`src/timer16_defines.svh`:
```
// timer16_defines.svh: offsets, field positions, reset values and fixed tops
// assumes: included by bare name from the timer design files
`ifndef TIMER16_DEFINES_SVH
`define TIMER16_DEFINES_SVH

// ==================================================
// register offsets on the 8-bit internal bus
`define T16_ADDR_CTRL_A   4'h0
`define T16_ADDR_CTRL_B   4'h1
`define T16_ADDR_CNT_L    4'h2
`define T16_ADDR_CNT_H    4'h3
`define T16_ADDR_CMPA_L   4'h4
`define T16_ADDR_CMPA_H   4'h5
`define T16_ADDR_CMPB_L   4'h6
`define T16_ADDR_CMPB_H   4'h7
`define T16_ADDR_CAP_L    4'h8
`define T16_ADDR_CAP_H    4'h9
`define T16_ADDR_FLAGS    4'hA

// ==================================================
// field positions
`define T16_CTRLA_MODE_A_HI 7
`define T16_CTRLA_MODE_A_LO 6
`define T16_CTRLA_MODE_B_HI 5
`define T16_CTRLA_MODE_B_LO 4
`define T16_CTRLA_WGM_HI    1
`define T16_CTRLB_CAP_EDGE  6
`define T16_CTRLB_CAP_FILT  7
`define T16_CTRLB_CAP_SRC   5
`define T16_CTRLB_WGM_HI    4
`define T16_CTRLB_RUN       0

// ==================================================
// reset values and fixed limits
`define T16_CTRL_RESET    8'h00
`define T16_WORD_RESET    16'h0000
`define T16_BOTTOM        16'h0000
`define T16_MAX           16'hFFFF
`define T16_TOP_8BIT      16'h00FF
`define T16_TOP_9BIT      16'h01FF
`define T16_TOP_10BIT     16'h03FF
`define T16_FILTER_LEN    4

`endif

```
`src/timer16_pkg.sv`:
```
// timer16_pkg.sv: types shared by the timer files
// assumes: nothing beyond the defines header
`default_nettype none
package timer16_pkg;
  typedef enum logic [1:0] {
    OUT_OFF,
    OUT_TOGGLE,
    OUT_CLEAR,
    OUT_SET
  } out_mode_type;

  typedef enum logic [1:0] {
    TOP_FIXED,
    TOP_CMPA,
    TOP_CAP,
    TOP_MAX
  } top_src_type;
endpackage
`default_nettype wire

```
`src/timer16_capture.sv`:
```
// timer16_capture.sv: capture input synchroniser, noise filter, edge detect
// assumes: pin is asynchronous; comparator input also passes the synchroniser
`timescale 1ns/1ps
`default_nettype none
`include "timer16_defines.svh"

module timer16_capture (
  // clock and reset
  input  wire logic clock_i,
  input  wire logic rst_i,
  // event sources
  input  wire logic capture_input_pin_i,
  input  wire logic comparator_i,
  // settings
  input  wire logic src_comp_i,
  input  wire logic filter_en_i,
  input  wire logic rising_i,
  // result
  output logic      event_o
);

  logic [1:0]                   sync_r, sync_nxt;
  logic [`T16_FILTER_LEN-1:0]   hist_r, hist_nxt;
  logic                         level_r, level_nxt;
  logic                         prev_r, prev_nxt;
  logic                         sel;

  // ==================================================
  // sync then filter
  always_comb begin
    sync_nxt  = {sync_r[0], src_comp_i ? comparator_i : capture_input_pin_i};
    hist_nxt  = {hist_r[`T16_FILTER_LEN-2:0], sync_r[1]};
    sel       = sync_r[1];
    // filter: level only moves after a full run of equal samples
    if (filter_en_i) begin
      if (&hist_r) begin
        sel = 1'b1;
      end else if (~|hist_r) begin
        sel = 1'b0;
      end else begin
        sel = level_r;
      end
    end
    level_nxt = sel;
    prev_nxt  = level_r;
  end

  always_ff @(posedge clock_i) begin
    if (rst_i) begin
      sync_r  <= 2'h0;
      hist_r  <= '0;
      level_r <= 1'b0;
      prev_r  <= 1'b0;
    end else begin
      sync_r  <= sync_nxt;
      hist_r  <= hist_nxt;
      level_r <= level_nxt;
      prev_r  <= prev_nxt;
    end
  end

  assign event_o = rising_i ? (level_r & ~prev_r) : (~level_r & prev_r);

endmodule
`default_nettype wire

```
`src/timer16_core.sv`:
```
// timer16_core.sv: 16-bit timer with two compare channels and input capture
// assumes: core bus gives one-cycle read/write strobes; reads return the next cycle
//
// How it works
// nonzero output mode routes compare output to pin
// modes: off, toggle, clear, set on match
// compare both values continuously, set match flags
// edge event copies counter into capture value unless capture is top
// top is max, fixed, compare A, or capture
// compare A top in pwm modes is double-buffered, no waveform
// bottom is zero, max is all ones
// one shared temporary high byte register
// low byte write loads full word
// low byte read latches high byte
// compare value reads bypass temporary register
// software writes high first, reads low first
`timescale 1ns/1ps
`default_nettype none
`include "timer16_defines.svh"

module timer16_core (
  // clock and reset
  input  wire logic       clock_i,
  input  wire logic       rst_i,
  // internal 8-bit data bus
  input  wire logic [3:0] addr_i,
  input  wire logic       wr_i,
  input  wire logic       rd_i,
  input  wire logic [7:0] wdata_i,
  output logic      [7:0] rdata_o,
  // pins and port direction
  input  wire logic       capture_input_pin_i,
  input  wire logic       comparator_i,
  input  wire logic       dir_a_i,
  input  wire logic       dir_b_i,
  output logic            compare_out_a_o,
  output logic            compare_out_b_o,
  output logic            override_a_o,
  output logic            override_b_o,
  output logic            drive_en_a_o,
  output logic            drive_en_b_o,
  // events
  output logic [1:0]      compare_match_flags_o,
  output logic            capture_flag_o,
  output logic            overflow_flag_o
);

  logic [7:0]  timer_control_a_r, timer_control_a_nxt;
  logic [7:0]  ctrl_b_r, ctrl_b_nxt;
  logic [15:0] counter_value_r, counter_value_nxt;
  logic [15:0] cmp_buf_r [2];
  logic [15:0] cmp_buf_nxt [2];
  logic [15:0] cmp_act_r [2];
  logic [15:0] cmp_act_nxt [2];
  logic [15:0] capture_value_r, capture_value_nxt;
  logic [7:0]  temp_hi_r, temp_hi_nxt;
  logic [1:0]  out_r, out_nxt;
  logic [1:0]  match_flag_r, match_flag_nxt;
  logic        cap_flag_r, cap_flag_nxt;
  logic        ovf_flag_r, ovf_flag_nxt;
  logic [3:0]  waveform_mode_select;
  logic [15:0] top;
  logic        at_top;
  logic        pwm;
  logic        cap_event;
  logic [1:0]  hit;
  logic [7:0]  rdata_nxt;
  logic [1:0]  mode [2];
  timer16_pkg::top_src_type top_src;

  assign waveform_mode_select = {ctrl_b_r[`T16_CTRLB_WGM_HI:3],
                                 timer_control_a_r[`T16_CTRLA_WGM_HI:0]};
  assign mode[0] = timer_control_a_r[`T16_CTRLA_MODE_A_HI:`T16_CTRLA_MODE_A_LO];
  assign mode[1] = timer_control_a_r[`T16_CTRLA_MODE_B_HI:`T16_CTRLA_MODE_B_LO];

  // ==================================================
  // capture front end
  timer16_capture u_capture (
    .clock_i             (clock_i),
    .rst_i               (rst_i),
    .capture_input_pin_i (capture_input_pin_i),
    .comparator_i        (comparator_i),
    .src_comp_i          (ctrl_b_r[`T16_CTRLB_CAP_SRC]),
    .filter_en_i         (ctrl_b_r[`T16_CTRLB_CAP_FILT]),
    .rising_i            (ctrl_b_r[`T16_CTRLB_CAP_EDGE]),
    .event_o             (cap_event)
  );

  // ==================================================
  // top selection
  // mode picks top
  always_comb begin
    top_src = timer16_pkg::TOP_MAX;
    top     = `T16_MAX;
    pwm     = 1'b0;
    case (waveform_mode_select)
      4'h1, 4'h5: begin
        top_src = timer16_pkg::TOP_FIXED;
        top     = `T16_TOP_8BIT;
        pwm     = 1'b1;
      end
      4'h2, 4'h6: begin
        top_src = timer16_pkg::TOP_FIXED;
        top     = `T16_TOP_9BIT;
        pwm     = 1'b1;
      end
      4'h3, 4'h7: begin
        top_src = timer16_pkg::TOP_FIXED;
        top     = `T16_TOP_10BIT;
        pwm     = 1'b1;
      end
      4'h4: begin
        top_src = timer16_pkg::TOP_CMPA;
        top     = cmp_act_r[0];
      end
      4'h9, 4'hB, 4'hF: begin
        top_src = timer16_pkg::TOP_CMPA;
        top     = cmp_act_r[0];
        pwm     = 1'b1;
      end
      4'hC: begin
        top_src = timer16_pkg::TOP_CAP;
        top     = capture_value_r;
      end
      4'h8, 4'hA, 4'hE: begin
        top_src = timer16_pkg::TOP_CAP;
        top     = capture_value_r;
        pwm     = 1'b1;
      end
      default: begin
        top_src = timer16_pkg::TOP_MAX;
        top     = `T16_MAX;
      end
    endcase
  end

  // max wraps to bottom
  assign at_top = (counter_value_r == top) || (counter_value_r == `T16_MAX);

  // ==================================================
  // compare channels
  genvar ch;
  generate
    for (ch = 0; ch < 2; ch++) begin : g_chan
      // continuous compare
      assign hit[ch] = ctrl_b_r[`T16_CTRLB_RUN] && (counter_value_r == cmp_act_r[ch]);

      // output mode decode
      always_comb begin
        out_nxt[ch] = out_r[ch];
        if (hit[ch] && !(pwm && ch == 0 && top_src == timer16_pkg::TOP_CMPA)) begin
          case (timer16_pkg::out_mode_type'(mode[ch]))
            timer16_pkg::OUT_TOGGLE: out_nxt[ch] = ~out_r[ch];
            timer16_pkg::OUT_CLEAR:  out_nxt[ch] = 1'b0;
            timer16_pkg::OUT_SET:    out_nxt[ch] = 1'b1;
            default:                 out_nxt[ch] = out_r[ch];
          endcase
        end
      end
    end
  endgenerate

  // pin override and driver enable
  assign override_a_o    = |mode[0];
  assign override_b_o    = |mode[1];
  assign drive_en_a_o    = override_a_o & dir_a_i;
  assign drive_en_b_o    = override_b_o & dir_b_i;
  assign compare_out_a_o = out_r[0];
  assign compare_out_b_o = out_r[1];

  // ==================================================
  // bus, counter and register updates
  always_comb begin
    timer_control_a_nxt = timer_control_a_r;
    ctrl_b_nxt          = ctrl_b_r;
    counter_value_nxt   = counter_value_r;
    capture_value_nxt   = capture_value_r;
    temp_hi_nxt         = temp_hi_r;
    cmp_buf_nxt         = cmp_buf_r;
    cmp_act_nxt         = cmp_act_r;
    match_flag_nxt      = match_flag_r | hit;
    cap_flag_nxt        = cap_flag_r | cap_event;
    ovf_flag_nxt        = ovf_flag_r;
    rdata_nxt           = 8'h00;

    if (ctrl_b_r[`T16_CTRLB_RUN]) begin
      counter_value_nxt = at_top ? `T16_BOTTOM : counter_value_r + 16'h0001;
      if (at_top) begin
        ovf_flag_nxt = 1'b1;
      end
    end

    // buffered values move at top in pwm modes
    for (int i = 0; i < 2; i++) begin
      if (!pwm || (ctrl_b_r[`T16_CTRLB_RUN] && at_top)) begin
        cmp_act_nxt[i] = cmp_buf_r[i];
      end
    end

    // capture on edge event
    if (cap_event && top_src != timer16_pkg::TOP_CAP) begin
      capture_value_nxt = counter_value_r;
    end

    if (wr_i) begin
      case (addr_i)
        `T16_ADDR_CTRL_A: timer_control_a_nxt = wdata_i;
        `T16_ADDR_CTRL_B: ctrl_b_nxt          = wdata_i;
        // shared temporary high byte
        `T16_ADDR_CNT_H, `T16_ADDR_CMPA_H,
        `T16_ADDR_CMPB_H, `T16_ADDR_CAP_H: temp_hi_nxt = wdata_i;
        // full word load on low write
        `T16_ADDR_CNT_L:  counter_value_nxt = {temp_hi_r, wdata_i};
        `T16_ADDR_CMPA_L: cmp_buf_nxt[0]    = {temp_hi_r, wdata_i};
        `T16_ADDR_CMPB_L: cmp_buf_nxt[1]    = {temp_hi_r, wdata_i};
        `T16_ADDR_CAP_L:  capture_value_nxt = {temp_hi_r, wdata_i};
        // write one clears, a same-cycle event still wins
        `T16_ADDR_FLAGS: begin
          match_flag_nxt = (match_flag_r & ~wdata_i[1:0]) | hit;
          cap_flag_nxt   = (cap_flag_r & ~wdata_i[2]) | cap_event;
          ovf_flag_nxt   = (ovf_flag_r & ~wdata_i[3]) |
                           (ctrl_b_r[`T16_CTRLB_RUN] & at_top);
        end
        default: ;
      endcase
    end

    if (rd_i) begin
      case (addr_i)
        `T16_ADDR_CTRL_A: rdata_nxt = timer_control_a_r;
        `T16_ADDR_CTRL_B: rdata_nxt = ctrl_b_r;
        // low read latches high byte
        `T16_ADDR_CNT_L: begin
          rdata_nxt   = counter_value_r[7:0];
          temp_hi_nxt = counter_value_r[15:8];
        end
        `T16_ADDR_CAP_L: begin
          rdata_nxt   = capture_value_r[7:0];
          temp_hi_nxt = capture_value_r[15:8];
        end
        `T16_ADDR_CNT_H, `T16_ADDR_CAP_H: rdata_nxt = temp_hi_r;
        // direct compare reads
        `T16_ADDR_CMPA_L: rdata_nxt = cmp_buf_r[0][7:0];
        `T16_ADDR_CMPA_H: rdata_nxt = cmp_buf_r[0][15:8];
        `T16_ADDR_CMPB_L: rdata_nxt = cmp_buf_r[1][7:0];
        `T16_ADDR_CMPB_H: rdata_nxt = cmp_buf_r[1][15:8];
        `T16_ADDR_FLAGS:  rdata_nxt = {4'h0, ovf_flag_r, cap_flag_r, match_flag_r};
        default:          rdata_nxt = 8'h00;
      endcase
    end
  end

  always_ff @(posedge clock_i) begin
    if (rst_i) begin
      timer_control_a_r <= `T16_CTRL_RESET;
      ctrl_b_r          <= `T16_CTRL_RESET;
      counter_value_r   <= `T16_WORD_RESET;
      capture_value_r   <= `T16_WORD_RESET;
      temp_hi_r         <= 8'h00;
      cmp_buf_r[0]      <= `T16_WORD_RESET;
      cmp_buf_r[1]      <= `T16_WORD_RESET;
      cmp_act_r[0]      <= `T16_WORD_RESET;
      cmp_act_r[1]      <= `T16_WORD_RESET;
      out_r             <= 2'h0;
      match_flag_r      <= 2'h0;
      cap_flag_r        <= 1'b0;
      ovf_flag_r        <= 1'b0;
      rdata_o           <= 8'h00;
    end else begin
      timer_control_a_r <= timer_control_a_nxt;
      ctrl_b_r          <= ctrl_b_nxt;
      counter_value_r   <= counter_value_nxt;
      capture_value_r   <= capture_value_nxt;
      temp_hi_r         <= temp_hi_nxt;
      cmp_buf_r         <= cmp_buf_nxt;
      cmp_act_r         <= cmp_act_nxt;
      out_r             <= out_nxt;
      match_flag_r      <= match_flag_nxt;
      cap_flag_r        <= cap_flag_nxt;
      ovf_flag_r        <= ovf_flag_nxt;
      rdata_o           <= rdata_nxt;
    end
  end

  assign compare_match_flags_o = match_flag_r;
  assign capture_flag_o        = cap_flag_r;
  assign overflow_flag_o       = ovf_flag_r;

endmodule
`default_nettype wire

```
`config.mk`:
```
export PLATFORM = sky130hd
export DESIGN_NAME = timer16_core
export DESIGN_NICKNAME = d
export VERILOG_FILES = /design/src/timer16_pkg.sv /design/src/timer16_capture.sv /design/src/timer16_core.sv
export VERILOG_INCLUDE_DIRS = /design/src
export SDC_FILE = /design/constraint.sdc
export NUM_CORES = 1
export LEC_CHECK = 0
export BUFFER_PORTS_ARGS = -buffer_cell sky130_fd_sc_hd__buf_2
export CAP_MARGIN = 10
export CORE_ASPECT_RATIO = 1.4
export CORE_MARGIN = 2
export CORE_UTILIZATION = 56
export DETAILED_ROUTE_END_ITERATION = 7
export PLACE_DENSITY = 0.74
export SYNTH_ARGS = -nofsm -noshare
export SYNTH_HDL_FRONTEND = slang
export SYNTH_HIERARCHICAL = 1
export SYNTH_SLANG_ARGS = --single-unit
```
`constraint.sdc`:
```
create_clock -name clock_i -period 4.1 [get_ports clock_i]
set_input_delay 0.615 -clock clock_i [delete_from_list [all_inputs] [get_ports clock_i]]
set_output_delay 0.615 -clock clock_i [all_outputs]
set_load 0.01 [all_outputs]
```
# After elaboration in Yosys (flattened, before gate mapping)
# Index checks and enable logic that the tools add are counted.
dict set report word_totals {
  inputBits 20
  wordCells 141
  register_bits 142
}
dict set report op_classes {
  addsub 1
  reduce_logical 33
  n_bitwise 21
  muxes 30
  eq_ne 37
}
# cell count
set ops {}
lappend ops {{two-way mux 16 bit} 7}
lappend ops {{case mux 16 bit (5 select lines)} 1}
lappend ops {{case mux 8 bit (10 select lines)} 1}
lappend ops {{== test 16 bit} 3}
lappend ops {{== test 4 bit, second input constant} 10}
lappend ops {{== test 4 x 3 -> 1 bit, second input constant} 8}
lappend ops {{two-way mux 8 bit} 3}
lappend ops {{adder 16 x 1 -> 16 bit, second input constant} 1}
lappend ops {{== test 16 bit, second input constant} 1}
lappend ops {{== test 4 x 2 -> 1 bit, second input constant} 4}
lappend ops {{case mux 8 bit (2 select lines)} 1}
lappend ops {{OR reduction 4 bit} 4}
lappend ops {{OR reduction 2 bit} 7}
lappend ops {{two-way mux 1 bit} 12}
lappend ops {{AND reduction 2 bit} 6}
lappend ops {{OR reduction 12 bit} 1}
lappend ops {{== test 2 bit, second input constant} 4}
lappend ops {{== test 4 x 1 -> 1 bit, second input constant} 2}
lappend ops {{bitwise AND 1 bit} 7}
lappend ops {{NOT 1 bit} 7}
lappend ops {{== test 2 x 1 -> 1 bit, second input constant} 3}
lappend ops {{logical AND 1 bit} 6}
lappend ops {{case mux 1 bit (3 select lines)} 2}
lappend ops {{case mux 2 bit (3 select lines)} 1}
lappend ops {{other kinds (13)} 20}

# Depth between registers and ports, before layout
dict set report logic_depth {
  word_depth 9
  depth_mapped 10
  depth_no_buf 8
}

# Hierarchy
# The synthesis kept the hierarchy.
# mod cells_each instances area_per_inst_um2
set by_module_without_submodules {}
lappend by_module_without_submodules {timer16_core 887 1 7219.4}
lappend by_module_without_submodules {timer16_capture 24 1 279.0}

# Worst setup path after synthesis
# OpenSTA, ideal clock, no wires.
dict set report synth_path {
  path_type {reg2reg}
  start {register ctrl_b_r[3]}
  end {register cmp_act_r[10] in the netlist's numbering}
  synth_period_minus_slack_ns 2.346
  n_path_buf 1
  path_stages_with_launch 10
  path_slack_ns 1.754
  setup_ns 0.072
  arrival_time_ns 2.274
  path_cell_list {dfxtp_1 -> and2b_4 -> mux2i_4 -> nor2_2 -> nor3_1 -> a2111oi_2 -> and4_4 -> a211oi_4 -> buf_8 -> mux2i_1}
}
dict set report synth_via {
  elab_chain_len 7
  elab_cells_between_ends 27
  classes_between {eq/ne (15); mux (2); reduce/logical (10)}
}
# item line
set synth_lines {}
lappend synth_lines {{start, declared} timer16_core.sv:49} ;# logic [7:0] ctrl_b_r, ctrl_b_nxt;
lappend synth_lines {{start signal, assigned} timer16_core.sv:256} ;# ctrl_b_r <= `T16_CTRL_RESET;
lappend synth_lines {{start signal, assigned} timer16_core.sv:271} ;# ctrl_b_r <= ctrl_b_nxt;
lappend synth_lines {{== test 4 bit (tied with other cells)} timer16_core.sv:96} ;# case (waveform_mode_select)
lappend synth_lines {{OR reduction 4 bit (no source line) (tied with other cells)} -}
lappend synth_lines {{case mux 16 bit (5 select lines)} timer16_core.sv:96}
lappend synth_lines {{== test 16 bit} timer16_core.sv:138} ;# assign at_top = (counter_value_r == top) || (counter_value_r == `T16_MAX);
lappend synth_lines {{logical OR 1 bit} timer16_core.sv:138}
lappend synth_lines {{logical AND 1 bit} timer16_core.sv:195} ;# if (!pwm || (ctrl_b_r[`T16_CTRLB_RUN] && at_top)) begin
lappend synth_lines {{logical OR 1 bit *} timer16_core.sv:195}
lappend synth_lines {{end signal, assigned} timer16_core.sv:276} ;# cmp_act_r <= cmp_act_nxt;
lappend synth_lines {{end, declared} timer16_core.sv:53} ;# logic [15:0] cmp_act_r [2];
# Every way passes the cells marked *; elsewhere a longest branch is shown, timed or not.
# A chain may end at the register's enable or synchronous reset.

# Worst setup path after layout
dict set report layout_path {
  start {register ctrl_b_r[4]}
  end {register cmp_act_r[31] in the netlist's numbering}
}
# Same word-level chain as after synthesis.

==> flow_summary.ini <==
[run_status]
status = completed

[yosys]
syn-cell-area_mm2 = 0.00750
ys_seq_elements = 142
synth-edff-count = 0
syn_nets = 932
synth-main-ff-cell = dfxtp_1
syn_area_per_cell_um2 = 8.23
async_reset_ff_share_pct = 0
ys_seq_area_share_pct = 37.9
yosysWarnings = 6
syn_inst = 911
ys_types = 59

[timing]
maxSlewHeadroom_pct = 27.2
hold_viol = 0
clock.fmax_ghz = 0.305
final-max-slew-violation-count = 0
post-route-period-util_pct = 79.9
whs_ns = 0.422
min_period_ns = 3.27
rsz0062_at_grt = no
setup_violations = 0
worst_slew_pin_slew_ns = 1.09
finalSetupTns_ns = 0
fin_worst_skew_ns = 0.0109

[routing]
first_pass_iters = 5
drc = 0
drt_iter0_drc = 597
routedWlPerCell_um = 21.9
routed_via_density = 6.22
num_vias = 6851
wl_um = 24100
drtAntennaViolNets = 0

[clock_network]
cts_hold_buffers = 0
cts_made_buffers = 17
cts_tree = done
cts_buffer_depth = 2
cts_sinks = 142
htree_num_levels = 4
ctsResizeCount = 0
post_cts_buffers = 0
clkTransAtPathRegs_ns = 0.06
root_buffer = clkbuf_16
clock_latency_ns = 0.43

[grt]
grt_max_degree = 83
antenna_found_initial = 0
grt_overflow = 0
grt_usage_pct = 34.5
grt_first_pass_wirelength_um = 36600
grt_pass1_vias = 6341

[layout]
fin_util_pct = 62.8
fillers = 1145
drive_above_1_share_pct = 11.5
nets = 927
syn2layout_area_growth_pct = 10.6
instances_no_fill = 1101

[critical_path]
arrival_ns = 3.56
cp-end-kind = flop
cp.required_ns = 4.39
startpoint_type = flop
crit_path_max_fanout = 32
crit_path_start = ctrl_b_r[4]
r2r_start = ctrl_b_r[4]
crit_type = reg -> reg

[worst_hold_path]
hold_path.startpoint = capture_input_pin_i
min_path_type = in -> reg

[placement]
hpwl_um = 16600
place.port_buffers = 37
routabilityCongestion = 1.07
placed_cells = 1069

[power_and_ir_drop]
ir_worst_vdd_mv = 0.320
leakagePower_uw = 0.00284
power.density_mw_per_mm2 = 390

[floorplanning]
fp-row-count = 50
ioPinCount = 38
dieHeight_um = 141
core_mm2 = 0.0132
chipWidth_um = 102
die_area_mm2 = 0.0143
start_util_pct = 56.8

[job]
cap_violations = 0
[cells in the mapped netlist, drive strengths merged, types with 7 or more instances]
cell / count / area, um^2
o21ai: 30 / 150
buf: 16 / 100
nand3: 30 / 150
mux2i: 58 / 593
o31ai: 7 / 52.6
dfxtp: 142 / 2840
xor2: 8 / 70.1
nor2b: 9 / 56.3
o22ai: 14 / 101
a311oi: 19 / 166
and2b: 7 / 62.6
a21oi: 63 / 315
xnor2: 45 / 394
nand2b: 80 / 500
nor3: 17 / 85.1
inv: 20 / 75.1
nand2: 123 / 464
clkbuf: 55 / 206
nand4: 14 / 87.6
a221oi: 14 / 141
a22oi: 18 / 135
nor2: 65 / 246
[metrics by stage]
step / worst slack (ns) / cell area, um^2 / power (uW)
2_1_floorplan: 1.75 / 7500 / 1580
3_3_place_gp: 0.923 / 7680 / 1650
3_5_place_dp: 0.946 / 7680 / 1650
4_1_cts: 0.928 / 8290 / 3240
5_1_grt: 0.653 / 8290 / 3310
6_report: 0.825 / 8290 / 3240
[logic make-up (layout without fill, tap and decap cells)]
logic type | Yosys count | count (layout) | share of synthesized area [%]
muxes | 65 | 65 | 9.11
buffers and inverters | 91 | 98 | 5.09
adders and majority gates | 1 | 1 | 0.167
DFF | 142 | 142 | 37.9
and+or+nand+nor | 369 | 369 | 24.3
other | 0 | 1 | 0
AOI/OAI and AO/OA | 190 | 190 | 17.2
xor gates and xnor gates | 53 | 53 | 6.19
[layer usage]
| layer | GRT usage, % | part of all wire (%) | vias to the layer above |
|---|---|---|---|
| met4 | 22.3 | 7.6 | 0 |
| met1 | 44.0 | 38 | 3189 |
| met5 | 0 | 0 | - |
| met2 | 52.8 | 46 | 395 |
| met3 | 6.40 | 9.0 | 97 |
| li1 | - | - | 3170 |
[layout make-up]
class,instances,area (um^2),share of cell area [%]
Clock buffer,17,425,5.13
Sequential cell,142,2840,34.3
Multi-Input combinational cell,678,4270,51.5
Clock inverter,14,181,2.19
Inverter,20,75.1,0.905
Antenna cell,1,2.50,0.0302
Tap cell,182,228,2.75
Timing Repair Buffer,47,263,3.17
[cell usage in the layout, fill, tap and decap left out, types with 4 or more instances in the layout]
master / Yosys / routed
nand2b_1: 80 / 80
nand2_1: 122 / 122
nor2_1: 64 / 64
a311oi_1: 19 / 19
o22ai_1: 13 / 13
mux2_2: 6 / 6
nand3_1: 30 / 30
clkbuf_16: 0 / 17
and2b_2: 6 / 6
nand4_1: 14 / 14
buf_2: 5 / 36
nor2b_1: 9 / 9
inv_1: 20 / 20
o221ai_1: 5 / 5
o31ai_1: 7 / 7
clkinv_4: 0 / 4
dfxtp_1: 142 / 142
o21ai_0: 29 / 28
a221oi_1: 11 / 11
a21oi_1: 63 / 63
nor4_1: 4 / 4
xor2_1: 8 / 8
xnor2_1: 45 / 45
and3_1: 4 / 4
inv_6: 0 / 4
buf_4: 0 / 11
a22oi_1: 18 / 18
nor3_1: 17 / 17
and2_1: 6 / 6
mux2i_1: 57 / 57
[critical path, stage by stage, from the launching register on]
cell and delay, ns:
dfxtp_1 0.60, nor2b_1 0.72, a21oi_1 0.15, a311oi_1 0.32, nand4_1 0.15, a2111oi_2 0.28
and4_4 0.32, a211oi_4 0.06, buf_4 0.32, mux2i_1 0.19
[path summary, 6_finish.rpt]
kind	to	slack [ns]	cells past startpoint
setup / recovery	cmp_act_r[31]	0.83	9
hold / removal	u_capture/sync_r[0]	0.42	3
setup reg to reg	cmp_act_r[31]	0.83	9
hold reg to reg	u_capture/sync_r[1]	0.46	1
[power breakdown]
part | total (uW) | leakage (uW) | switching (uW) | internal, uW
clock | 1610 | 0.000300 | 639 | 966
combinational | 201 | 0.00139 | 131 | 70.4
sequential | 1430 | 0.00115 | 33.4 | 1400
total | 3240 | 0.00284 | 803 | 2430
[registers in the layout (all words and copies together), names as in the netlist]
signal	flops
temp_hi_r	8
timer_control_a_r	8
rdata_o	8
compare_match_flags_o	2
cmp_buf_r	32
ctrl_b_r	8
overflow_flag_o	1
u_capture/prev_r	1
capture_value_r	16
counter_value_r	16
u_capture/hist_r	4
u_capture/level_r	1
capture_flag_o	1
u_capture/sync_r	2
out_r	2
cmp_act_r	32
(Power assumes the default switching activity.)
